===== src/shared/wd_pair_consts.vh =====
// Constants for the process data watchdog pair and slave state machine
`ifndef WD_PAIR_CONSTS_VH
`define WD_PAIR_CONSTS_VH

// Clock and base tick timing, in nanoseconds
`define REF_CLK_PERIOD_NS 20
`define BASE_TICK_PERIOD_NS 40
`define BASE_TICK_CYCLES (`BASE_TICK_PERIOD_NS / `REF_CLK_PERIOD_NS)
`define BASE_DIV_W 2
`define BASE_DIV_LAST (`BASE_TICK_CYCLES - 1)

// Watchdog tick lasts multiplier plus this many base ticks
`define PRESCALE_EXTRA 17'h00002
`define PRESCALE_W 17

// Settings and reset values
`define WD_CFG_W 16
`define WD_MULT_RST 16'h09C2
`define WD_SYNC_TIME_RST 16'h03E8
`define WD_LOCAL_TIME_RST 16'h03E8
`define WD_MULT_MIN 16'h0001
`define WD_TIME_OFF 16'h0000
`define WD_COUNT_ONE 16'h0001

// Slave state codes
`define ST_W 3
`define ST_INIT 3'h1
`define ST_PREP 3'h2
`define ST_BOOT 3'h3
`define ST_SAFE 3'h4
`define ST_RUN 3'h5

// Process output image
`define OUT_W 8
`define OUT_OFF 8'h00

`endif


===== src/hdl/wd_timer.v =====
// Single watchdog timer with sticky trip flag
`timescale 1ns/10ps
`include "wd_pair_consts.vh"

module wd_timer (
  // Clock and reset
  input wire ref_clk_i,
  input wire rst_n_i,
  // Control
  input wire tick_i,
  input wire restart_i,
  input wire reload_i,
  input wire [`WD_CFG_W-1:0] time_i,
  input wire [`WD_CFG_W-1:0] time_rst_i,
  // Status
  output reg tripped_o,
  output wire enabled_o
);

  reg [`WD_CFG_W-1:0] count;
  wire expire;

  // Zero count stops counting and new trips; a trip flag already set stays until restart
  assign enabled_o = (time_i != `WD_TIME_OFF);
  assign expire = enabled_o && tick_i && (count == `WD_COUNT_ONE) && !tripped_o;

  always @(posedge ref_clk_i or negedge rst_n_i) begin
    if (!rst_n_i) begin
      count <= `WD_SYNC_TIME_RST;
      tripped_o <= 1'b0;
    end else begin
      if (restart_i || reload_i) begin
        count <= time_i;
      end else if (enabled_o && tick_i && (count != `WD_TIME_OFF)) begin
        count <= count - `WD_COUNT_ONE;
      end
      // Trip beats a clearing restart in the same cycle
      if (expire) begin
        tripped_o <= 1'b1;
      end else if (restart_i) begin
        tripped_o <= 1'b0;
      end
    end
  end

endmodule


===== src/hdl/wd_pair.v =====
// Process data watchdog pair with shared prescaler and slave state machine
`timescale 1ns/10ps
`include "wd_pair_consts.vh"

module wd_pair (
  // Clock and reset
  input wire ref_clk_i,
  input wire rst_n_i,
  // Watchdog settings download
  input wire cfg_write_i,
  input wire [`WD_CFG_W-1:0] cfg_multiplier_i,
  input wire [`WD_CFG_W-1:0] cfg_sync_time_i,
  input wire [`WD_CFG_W-1:0] cfg_local_time_i,
  // Communication events
  input wire sync_channel_exchange_ok_i,
  input wire [`OUT_W-1:0] sync_channel_out_data_i,
  input wire local_process_interface_access_i,
  // State requests
  input wire state_req_i,
  input wire [`ST_W-1:0] state_req_code_i,
  input wire mailbox_ok_i,
  // Process outputs
  output reg [`OUT_W-1:0] out_data_o,
  // Status
  output wire [`ST_W-1:0] slave_state_o,
  output reg state_err_o,
  output wire mailbox_enable_o,
  output wire process_enable_o,
  output wire sync_trip_o,
  output wire local_trip_o,
  output wire sync_enabled_o,
  output wire local_enabled_o,
  output wire wd_tick_o,
  output wire [`WD_CFG_W-1:0] multiplier_o,
  output wire [`WD_CFG_W-1:0] sync_time_o,
  output wire [`WD_CFG_W-1:0] local_time_o
);

  localparam [`ST_W-1:0] S_INIT = `ST_INIT;
  localparam [`ST_W-1:0] S_PREP = `ST_PREP;
  localparam [`ST_W-1:0] S_BOOT = `ST_BOOT;
  localparam [`ST_W-1:0] S_SAFE = `ST_SAFE;
  localparam [`ST_W-1:0] S_RUN = `ST_RUN;

  reg [`WD_CFG_W-1:0] multiplier;
  reg [`WD_CFG_W-1:0] sync_time;
  reg [`WD_CFG_W-1:0] local_time;
  reg [`BASE_DIV_W-1:0] base_div;
  reg [`PRESCALE_W-1:0] prescale;
  reg wd_tick;
  reg [`ST_W-1:0] state;
  reg [`ST_W-1:0] next_state;
  reg next_err;
  wire base_tick;
  wire [`PRESCALE_W-1:0] prescale_last;
  wire process_ok;
  wire sync_restart;
  wire local_restart;

  // Settings: the master writes whenever cfg_write_i is high,
  // until the first write the reset values below stay in force
  always @(posedge ref_clk_i or negedge rst_n_i) begin
    if (!rst_n_i) begin
      multiplier <= `WD_MULT_RST;
      sync_time <= `WD_SYNC_TIME_RST;
      local_time <= `WD_LOCAL_TIME_RST;
    end else if (cfg_write_i) begin
      // Multiplier zero is outside the accepted range and is ignored
      if (cfg_multiplier_i >= `WD_MULT_MIN) begin
        multiplier <= cfg_multiplier_i;
      end
      sync_time <= cfg_sync_time_i;
      local_time <= cfg_local_time_i;
    end
  end

  assign multiplier_o = multiplier;
  assign sync_time_o = sync_time;
  assign local_time_o = local_time;

  // Base tick of 40 ns as an enable from the 50 MHz clock
  always @(posedge ref_clk_i or negedge rst_n_i) begin
    if (!rst_n_i) begin
      base_div <= {`BASE_DIV_W{1'b0}};
    end else if (base_div == `BASE_DIV_LAST) begin
      base_div <= {`BASE_DIV_W{1'b0}};
    end else begin
      base_div <= base_div + {{(`BASE_DIV_W-1){1'b0}}, 1'b1};
    end
  end

  assign base_tick = (base_div == `BASE_DIV_LAST);

  // Shared prescaler: multiplier + 2 base ticks per watchdog tick
  assign prescale_last = {1'b0, multiplier} + `PRESCALE_EXTRA - {{(`PRESCALE_W-1){1'b0}}, 1'b1};

  always @(posedge ref_clk_i or negedge rst_n_i) begin
    if (!rst_n_i) begin
      prescale <= {`PRESCALE_W{1'b0}};
      wd_tick <= 1'b0;
    end else begin
      wd_tick <= 1'b0;
      if (base_tick) begin
        // A lowered multiplier below the count also wraps at once
        if (prescale >= prescale_last) begin
          prescale <= {`PRESCALE_W{1'b0}};
          wd_tick <= 1'b1;
        end else begin
          prescale <= prescale + {{(`PRESCALE_W-1){1'b0}}, 1'b1};
        end
      end
    end
  end

  assign wd_tick_o = wd_tick;

  // Slave state machine
  always @* begin
    next_state = state;
    next_err = 1'b0;
    if (state_req_i) begin
      next_err = 1'b1;
      case (state)
        S_INIT: begin
          if (state_req_code_i == S_INIT) begin
            next_err = 1'b0;
          end else if (state_req_code_i == S_PREP && mailbox_ok_i) begin
            next_state = S_PREP;
            next_err = 1'b0;
          end else if (state_req_code_i == S_BOOT) begin
            next_state = S_BOOT;
            next_err = 1'b0;
          end
        end
        S_PREP: begin
          if (state_req_code_i == S_INIT || state_req_code_i == S_PREP || state_req_code_i == S_SAFE) begin
            next_state = state_req_code_i;
            next_err = 1'b0;
          end
        end
        S_SAFE: begin
          if (state_req_code_i == S_INIT || state_req_code_i == S_PREP || state_req_code_i == S_SAFE ||
              state_req_code_i == S_RUN) begin
            next_state = state_req_code_i;
            next_err = 1'b0;
          end
        end
        S_RUN: begin
          if (state_req_code_i == S_INIT || state_req_code_i == S_PREP || state_req_code_i == S_SAFE ||
              state_req_code_i == S_RUN) begin
            next_state = state_req_code_i;
            next_err = 1'b0;
          end
        end
        S_BOOT: begin
          // Boot is left only back through init
          if (state_req_code_i == S_INIT || state_req_code_i == S_BOOT) begin
            next_state = state_req_code_i;
            next_err = 1'b0;
          end
        end
        default: begin
          next_state = S_INIT;
          next_err = 1'b0;
        end
      endcase
    end
  end

  // Watchdog trips never feed back into the state
  always @(posedge ref_clk_i or negedge rst_n_i) begin
    if (!rst_n_i) begin
      state <= S_INIT;
      state_err_o <= 1'b0;
    end else begin
      state <= next_state;
      state_err_o <= next_err;
    end
  end

  assign slave_state_o = state;
  // Init refuses both kinds of traffic; boot keeps mailbox for file load
  assign mailbox_enable_o = (state != S_INIT);
  assign process_ok = (state == S_SAFE) || (state == S_RUN);
  assign process_enable_o = process_ok;

  // Only exchanges accepted in safe or run restart the sync watchdog; any local access restarts the local one
  assign sync_restart = sync_channel_exchange_ok_i && process_ok;
  assign local_restart = local_process_interface_access_i;

  wd_timer u_sync_wd (
    .ref_clk_i(ref_clk_i),
    .rst_n_i(rst_n_i),
    .tick_i(wd_tick),
    .restart_i(sync_restart),
    .reload_i(cfg_write_i),
    .time_i(sync_time),
    .time_rst_i(`WD_SYNC_TIME_RST),
    .tripped_o(sync_trip_o),
    .enabled_o(sync_enabled_o)
  );

  wd_timer u_local_wd (
    .ref_clk_i(ref_clk_i),
    .rst_n_i(rst_n_i),
    .tick_i(wd_tick),
    .restart_i(local_restart),
    .reload_i(cfg_write_i),
    .time_i(local_time),
    .time_rst_i(`WD_LOCAL_TIME_RST),
    .tripped_o(local_trip_o),
    .enabled_o(local_enabled_o)
  );

  // Output image: updated only while fully running, cleared on sync trip.
  // With the sync watchdog off the last value holds until the state leaves run.
  always @(posedge ref_clk_i or negedge rst_n_i) begin
    if (!rst_n_i) begin
      out_data_o <= `OUT_OFF;
    end else if (sync_trip_o && sync_enabled_o) begin
      out_data_o <= `OUT_OFF;
    end else if (state != S_RUN) begin
      out_data_o <= `OUT_OFF;
    end else if (sync_restart) begin
      out_data_o <= sync_channel_out_data_i;
    end
  end

endmodule


===== config.mk =====
export PLATFORM = sky130hd
export DESIGN_NAME = wd_pair
export DESIGN_NICKNAME = d
export VERILOG_FILES = /design/src/hdl/wd_timer.v /design/src/hdl/wd_pair.v
export VERILOG_INCLUDE_DIRS = /design/src /design/src/shared
export SDC_FILE = /design/constraint.sdc
export NUM_CORES = 1
export LEC_CHECK = 0
export BUFFER_PORTS_ARGS = -buffer_cell sky130_fd_sc_hd__buf_2
export CORE_MARGIN = 8
export CORE_UTILIZATION = 55
export DETAILED_ROUTE_END_ITERATION = 16
export PLACE_DENSITY = 0.81
export SETUP_SLACK_MARGIN = 0.4
export SKIP_CTS_REPAIR_TIMING = 1
export SLEW_MARGIN = 40
export SYNTH_ARGS = -nofsm -noshare
export SYNTH_HDL_FRONTEND = slang
export SYNTH_SLANG_ARGS = --single-unit

===== constraint.sdc =====
create_clock -name ref_clk_i -period 3.9 [get_ports ref_clk_i]
set_input_delay 0.78 -clock ref_clk_i [delete_from_list [all_inputs] [get_ports ref_clk_i]]
set_output_delay 0.78 -clock ref_clk_i [all_outputs]
set_load 0.01 [all_outputs]

After elaboration in Yosys (flattened, before gate mapping)
Cells that the tools add are included.

word-level totals
  logic and storage cells = 103
  bits in registers = 114
  output and inout port bits = 67
  input bits = 66

cells by class
  reduce and logical (&&, ||, !) cells = 32
  magnitude comparators = 2
  mux-type cells = 30
  $add $sub $neg = 6
  eq/ne operators = 20

operators by type and width
  operator                                                             number
  two-way mux 16 bit                                                   4
  nonzero test 16 bit                                                  4
  == test 16 x 1 -> 1 bit (second input constant)                      2
  subtractor 16 x 1 -> 16 bit (second input constant)                  2
  two-way mux 8 bit                                                    3
  two-way mux 3 bit                                                    6
  adder 16 x 2 -> 17 bit (second input constant)                       1
  adder 17 x 1 -> 17 bit (second input constant)                       1
  greater-or-equal comparator 17 bit                                   1
  two-way mux 17 bit                                                   1
  subtractor 17 x 1 -> 17 bit (second input constant)                  1
  greater-or-equal comparator 16 x 1 -> 1 bit (second input constant)  1
  two-way mux 1 bit                                                    13
  == test 3 x 2 -> 1 bit (second input constant)                       4
  == test 3 bit (second input constant)                                4
  case mux 3 bit (4 select lines)                                      1
  logical AND 1 bit                                                    11
  nonzero test 2 bit                                                   4
  logical OR 1 bit                                                     7
  == test 3 x 1 -> 1 bit (second input constant)                       2
  != test 2 bit (second input constant)                                3
  != test 3 bit (second input constant)                                2
  AND reduction 6 bit                                                  1
  case mux 1 bit (4 select lines)                                      1
  other kinds (9)                                                      10

Logic depth before layout (Yosys ltp)
Gate-level depths: netlist of run 1.

  depth after elaboration = 7
  depth in mapped cells = 14

By module
Synthesis of run 1 repeated with hierarchy kept, for this count alone.

unflattened totals
  cells, all modules = 653
  area total of the unflattened synthesis = 6,533.8 µm²

modules (own cells, without submodules)
  module    area an instance (µm²)  times used  cells each
  wd_pair   4,033.9                 1           361
  wd_timer  1,249.9                 2           146

Worst setup path before layout of run 1
OpenSTA, ideal clock, no wires.

  path kind = reg2reg
  start = register multiplier[7], in the netlist multiplier_o[7]
  end = register prescale[10]
  cell stages (with the launch flop) = 12
  data required time = 3.768 ns
  setup slack = 0.621 ns
  arrival = 3.147 ns
  buffers on the path = 1
  path through = dfstp_2 and3_1 and3_1 nand2_1 or4_1 xor2_1 ha_1 nand4_1 o32a_1 a21oi_1 clkbuf_1 nor2_1

on the way
  word-level cells in the longest chain between the ends = 4

RTL lines
  element                             RTL line       source
  from (decl)                         wd_pair.v:45   reg [`WD_CFG_W-1:0] multiplier;
  from (signal assigned)              wd_pair.v:64   multiplier <= `WD_MULT_RST;
  from (signal assigned)              wd_pair.v:70   multiplier <= cfg_multiplier_i;
  adder 16 x 2 -> 17 bit (no line)    --
  subtractor 17 x 1 -> 17 bit         wd_pair.v:95   assign prescale_last = {1'b0, multiplier} + `PRESCALE_EXTRA - {{(`PRESCALE_W-1){1'b0}}, 1'b1};
  greater-or-equal comparator 17 bit  wd_pair.v:105  if (prescale >= prescale_last) begin
  two-way mux 17 bit                  wd_pair.v:105
  to (signal assigned)                wd_pair.v:99   prescale <= {`PRESCALE_W{1'b0}};
  to (signal assigned)                wd_pair.v:106  prescale <= {`PRESCALE_W{1'b0}};
  to (signal assigned)                wd_pair.v:109  prescale <= prescale + {{(`PRESCALE_W-1){1'b0}}, 1'b1};
  to (decl)                           wd_pair.v:49   reg [`PRESCALE_W-1:0] prescale;

No other way between the ends.
A chain may end at the register's enable or synchronous reset.

Worst setup path in the final report of run 1
  start = register multiplier[7], in the netlist multiplier_o[7]
  end = register prescale[11]

Same word-level chain as after synthesis.

==> results of run 1 <==
-- layout make-up --
| cell class | instances | area, um2 | area share |
|---|---|---|---|
| Clock inverter | 10 | 130 | 0.0176 |
| Sequential cell | 114 | 2890 | 0.390 |
| Timing Repair Buffer | 137 | 707 | 0.0954 |
| Tap cell | 140 | 175 | 0.0236 |
| Clock buffer | 22 | 473 | 0.0638 |
| Multi-Input combinational cell | 426 | 2950 | 0.399 |
| Inverter | 21 | 78.8 | 0.0106 |
-- metrics by stage --
| stage | hold WS [ns] | cell area, um2 | total power, uW | instances |
|---|---|---|---|---|
| after global routing | 0.246 | 7410 | 3940 | 870 |
| final | 0.209 | 7410 | 3770 | 870 |
| after floorplan | 0.431 | 5960 | 1930 | 575 |
| after detailed placement | 0.462 | 6790 | 2220 | 838 |
| after global placement | 0.460 | 6780 | 2170 | 838 |
| after CTS | 0.331 | 7390 | 3800 | 870 |
-- logic make-up (layout without fill, tap and decap cells) --
family | count (synthesis) | after routing | share of synthesized area
simple gates | 212 | 212 | 0.179
xor+xnor | 53 | 53 | 0.0779
compound gates | 88 | 88 | 0.0935
flops | 114 | 114 | 0.485
fa+ha+maj | 24 | 24 | 0.0504
mux | 49 | 49 | 0.0918
buf+inv | 35 | 190 | 0.0223
-- registers in the layout, indices dropped and copies added, names as in the netlist, 2 cells and up --
register,flops
base_div,2
local_time_o,16
multiplier_o,16
out_data_o,8
prescale,17
slave_state_o,3
sync_time_o,16
u_local_wd.count,16
u_sync_wd.count,16
-- path summary, 6_finish.rpt --
| check | from | end | slack, ns | cells after the start |
|---|---|---|---|---|
| worst min-delay path | rst_n_i | multiplier_o[0] | 0.21 | 1 |
| worst max-delay path | multiplier_o[7] | prescale[11] | 0.63 | 10 |
| worst min register to register | base_div[0] | base_div[0] | 0.46 | 1 |
| max in group asynchronous | rst_n_i | multiplier_o[11] | 2.85 | 2 |
| worst max register to register | multiplier_o[7] | prescale[11] | 0.63 | 10 |
| min in group ref_clk_i | local_process_interface_access_i | u_local_wd.tripped_o | 0.46 | 2 |
-- power by group through the flow --
stage               registers (uW)  clock network [uW]  logic (uW)
floorplan                     1540                   0         396
global placement              1530                   0         644
detailed placement            1540                   0         674
CTS                           1530                1590         685
global route                  1550                1640         755
finish                        1530                1570         679
-- routing by layer --
metal | vias to the layer above | share of wire | global-route usage
li1 | 2346 | - | -
met1 | 2447 | 0.42 | 0.256
met2 | 136 | 0.51 | 0.363
met3 | 26 | 0.052 | 0.0625
met4 | 0 | 0.022 | 0.0921
met5 | - | 0 | 0
-- critical path, delay by kind of cell (launching register included) --
kind	cells	cell delay [ns]
and+or+nand+nor	6	1.23
AOI/OAI and AO/OA	2	0.83
DFF	1	0.57
adders and majority gates	1	0.33
xor gates and xnor gates	1	0.17
-- cells in the final DEF, fill, tap and decap left out, types with 2 or more instances in the layout --
master	n
mux2i_1	4
nand2_1	35
dfstp_2	30
a41oi_1	2
dfrtp_1	84
ha_1	24
nand4b_1	5
a21o_1	4
nand3_1	21
a22o_1	8
nand4_1	16
nor2_1	75
xnor2_1	23
nor4_1	16
inv_1	21
nand2b_1	5
clkbuf_16	16
bufinv_16	3
clkinvlp_4	2
a31oi_1	5
clkbuf_8	5
nand3b_1	4
or2_2	3
o21ai_0	15
or4_4	2
buf_4	6
nor3_1	8
and3_1	7
clkinv_2	5
buf_2	130
or4_1	5
a21oi_1	37
nor2b_1	4
or3_1	2
mux2_2	45
o22ai_1	3
xor2_1	30
==> reports/qor.txt, run 1 <==
Internal Pwr Total: 2700 uW
Syn_area_per_cell: 10.4 um2
Mapped Area: 0.00596 mm2
Routed vias: 4955
Synth cell types: 49
HP Class: in2async
Die height: 120 um
Detailed Place HPWL: 11.4 mm
DR WL/cell: 17.6 um
YS warnings: 0
Seq cells post-synth: 114
Num CTS Buffers: 17
Initial antenna violation count: 0
Comb power frac: 0.180
Via/cell ratio: 5.70
Synth async-reset ratio: 1.00
Status: completed
Port Buffers: 132
Layout Nets: 807
Fmax: 306 MHz
Final worst slack: 0.632 ns
Leading area contributor after synthesis: dfrtp_1
CTS sink count: 114
Primary FF master, synth: dfrtp_1
Layout cells sized above 1: 0.349
Leakage: 0.00333 uW
Site Rows: 38
Synth area leaders: dfrtp_1 35%, dfstp_2 13%, mux2_2 8.5%
Clock slew seen by the registers of the worst setup and hold paths: 0.06 ns
Clock share of power: 0.415
Core area: 0.0107 mm2
Vias in the first global route: 5100
Final wirelength: 15.3 mm
WP data required: 4.29 ns
CTS Root Cell: clkbuf_8
Die ar.: 0.0144 mm2
CTS max path bufs: 2
Syn_nets: 665
Final min period: 3.27 ns
Largest net degree at the start of global routing: 61
WP data arrival: 3.66 ns
Commonest cells post-synth: 84 x dfrtp_1, 75 x nor2_1, 45 x mux2_2
Synth Instances: 575
Filler cells: 798
CP endpoint kind: register
First-pass GRT wire length: 25.2 mm
Final hold violations: 0
Antenna Nets Post-Route: 0
Place WS: 0.509 ns
CP cell instances: and3_1, and3_1, nand2_1, or4_1, xor2_1, ha_1, nand4_1, o32a_1, a21oi_4, nor2_1
Pre-antenna DRT Iters: 4
Number of synthesized flops with an enable pin: 0
Sequential power share: 0.405
Psw: 1070 uW
Seq/Total Area, Yosys: 0.485
GRT Residual Overflow: 0
DRC: 0
Share of the synthesized area in the top cell type: 0.353
CTS H-Tree Depth: 4
Total global-route track usage: 0.217
Initial Utilization: 0.557
DR iter-0 viols: 343
RSZ-0062 raised after global routing: no
GP Congestion: 0.877
# setup viols final: 0
Fin. max-slew vios: 0
Die width: 120 um
Critical path class: reg2reg
CTS tree: yes
Max capacitance violation total: 0
CP peak stage delay: 0.57 ns
Crit-path slowest cell: dfstp_2
Post-route setup TNS: 0 ns
Layout Skew: 0.00732 ns
VDD IR-drop max: 258 uV
Power Dens Cells: 509 mW/mm2
Crit-path max FO: 15
Relative slew slack: 0.571
Later-pin clock latency in the skew report: 0.53 ns
# IOs: 133
# diodes: 0
Area growth, synth to finish: 24.4%
Most used cell, CP: and3_1
Most frequent cell after synthesis: dfrtp_1
Tcrit/Tclk final: 0.838
Critical path launch point type: register
Fin util: 0.693
Worst-margin pin slew: 0.643 ns
Switching Share: 0.285
Note: power is estimated with default switching activity, not from simulation.
==> run 2, diff against run 1 <==
clock period = 3.4 ns   (was 3.9 ns; I/O delays follow)
==> run 2 against run 1 <==
Compared with the run above:
- critical path depth grew 2
- wire length is 3.0% higher
- register-to-register slack worse by 0.29 ns
- critical endpoint is now prescale[14]
- highest routed layer unchanged
==> reports/qor.txt, run 2 (synthesis gave the netlist of run 1 again) <==
DR iter-0 viols: 312
WP data arrival: 3.51 ns
Initial Utilization: 0.557
Critical path launch point type: register
GRT Residual Overflow: 0
Max capacitance violation total: 0
Site Rows: 38
Critical path class: reg2reg
Port Buffers: 132
Final wirelength: 15.7 mm
Area of the multi-input gates: 0.00300 mm2
Area growth, synth to finish: 27.3%
Clock slew seen by the registers of the worst setup and hold paths: 0.06 ns
FF/Latch Area: 0.00289 mm2
CTS H-Tree Depth: 4
CTS max path bufs: 2
Pre-antenna DRT Iters: 7
RSZ-0062 raised after global routing: yes
Relative slew slack: 0.513
GP Congestion: 0.868
Reg2reg path depth: 12
Fin. max-slew vios: 0
CTS Root Cell: clkbuf_8
Layout cells sized above 1: 0.366
Vias in the first global route: 5270
Post-route setup TNS: 0 ns
First-pass GRT wire length: 25.4 mm
Final min period: 3.06 ns
Power Dens Cells: 603 mW/mm2
Total global-route track usage: 0.218
Routed vias: 5055
VDD IR-drop max: 468 uV
Filler cells: 767
Commonest non-fill, non-tap cell in the layout: buf_2
Max reg flops: 17
Worst-margin pin slew: 0.730 ns
Layout Skew: 0.00774 ns
CTS tree: yes
Tcrit/Tclk final: 0.900
CP endpoint kind: register
Detailed Place HPWL: 11.5 mm
Final hold violations: 0
CTS sink count: 114
# diodes: 0
Leakage: 0.00339 uW
Die height: 120 um
Num CTS Buffers: 17
Crit-path max FO: 8
Top reg by flops: prescale
Flop-to-flop setup slack: 0.34 ns
DRC: 0
DR WL/cell: 18.0 um
# setup viols final: 0
# IOs: 133
Fmax: 327 MHz
Pwr Total: 4570 uW
Later-pin clock latency in the skew report: 0.52 ns
Die width: 120 um
Layout Nets: 812
Via/cell ratio: 5.78
Status: completed
Core area: 0.0107 mm2
Largest net degree at the start of global routing: 63
Die ar.: 0.0144 mm2
Antenna Nets Post-Route: 0
RR Endpoint: prescale[14]
WP data required: 3.85 ns
Most frequent cells in the layout: 131 x buf_2, 84 x dfrtp_1, 69 x nor2_1, 45 x mux2_2, 37 x a21oi_1
R2r startpoint: multiplier_o[7]
HP Class: in2async
Initial antenna violation count: 0
[run 2: changes by cell type in the layout (fill, tap and decap cells not counted), sizes merged]
cell / previous run / this run
clkinv: 5 / 1
buf: 137 / 142
bufinv: 3 / 6
clkbuf: 22 / 24
clkinvlp: 2 / 1
[run 2: worst max-delay path, stage by stage (launching register included)]
cell      delay, ns
dfstp_2        0.57
and3_4         0.19
and3_4         0.21
nand2_4        0.06
or4_4          0.42
xor2_1         0.16
ha_1           0.33
a21oi_1        0.16
nand2_1        0.09
a211oi_2       0.39
a21oi_2        0.14
buf_6          0.17
nor2_1         0.11
[run 2: per-layer routing]
metal / track usage / wire length [um] / share of wire / up-vias
met1: 0.244 / 6240 / 0.40 / 2519
li1: - / - / - / 2355
met5: 0 / 0 / 0 / -
met2: 0.375 / 8180 / 0.52 / 154
met4: 0.0843 / 276 / 0.018 / 0
met3: 0.0780 / 1050 / 0.067 / 27
[run 2: worst max-delay path by stage]
stage	from	endpoint	slack, ns
final	multiplier_o[7]	prescale[14]	0.34
after global routing	multiplier_o[7]	prescale[14]	0.14
after CTS	multiplier_o[7]	prescale[14]	0.30
after detailed placement	multiplier_o[7]	prescale[14]	0.30
after global placement	multiplier_o[7]	prescale[9]	0.43
after floorplan	multiplier_o[7]	prescale[13]	0.37
[run 2: report_power, final]
| part | internal, uW | switching (uW) | leakage (uW) |
|---|---|---|---|
| sequential | 1560 | 199 | 0.00135 |
| clock | 1420 | 609 | 0.000326 |
| combinational | 354 | 433 | 0.00171 |
| total | 3330 | 1240 | 0.00339 |
[run 2: area by class of cell]
class / instances / share of cell area
sequential: 114 / 0.381
timing repair buffer: 142 / 0.100
clock buffer: 24 / 0.0634
tap: 140 / 0.0231
multi-input combinational: 426 / 0.396
clock inverter: 8 / 0.0259
inverter: 21 / 0.0104
[run 2: per-stage QoR]
| stage | instance area (um2) | utilization | std cells | setup slack (ns) | hold slack (ns) |
|---|---|---|---|---|---|
| 6_report | 7580 | 0.709 | 875 | 0.340 | 0.144 |
| 5_1_grt | 7580 | 0.709 | 875 | 0.140 | 0.174 |
| 4_1_cts | 7500 | 0.701 | 872 | 0.297 | 0.266 |
| 3_5_place_dp | 6820 | 0.638 | 840 | 0.303 | 0.466 |
| 3_3_place_gp | 6820 | 0.638 | 840 | 0.428 | 0.446 |
| 2_1_floorplan | 5980 | - | 575 | 0.370 | 0.384 |
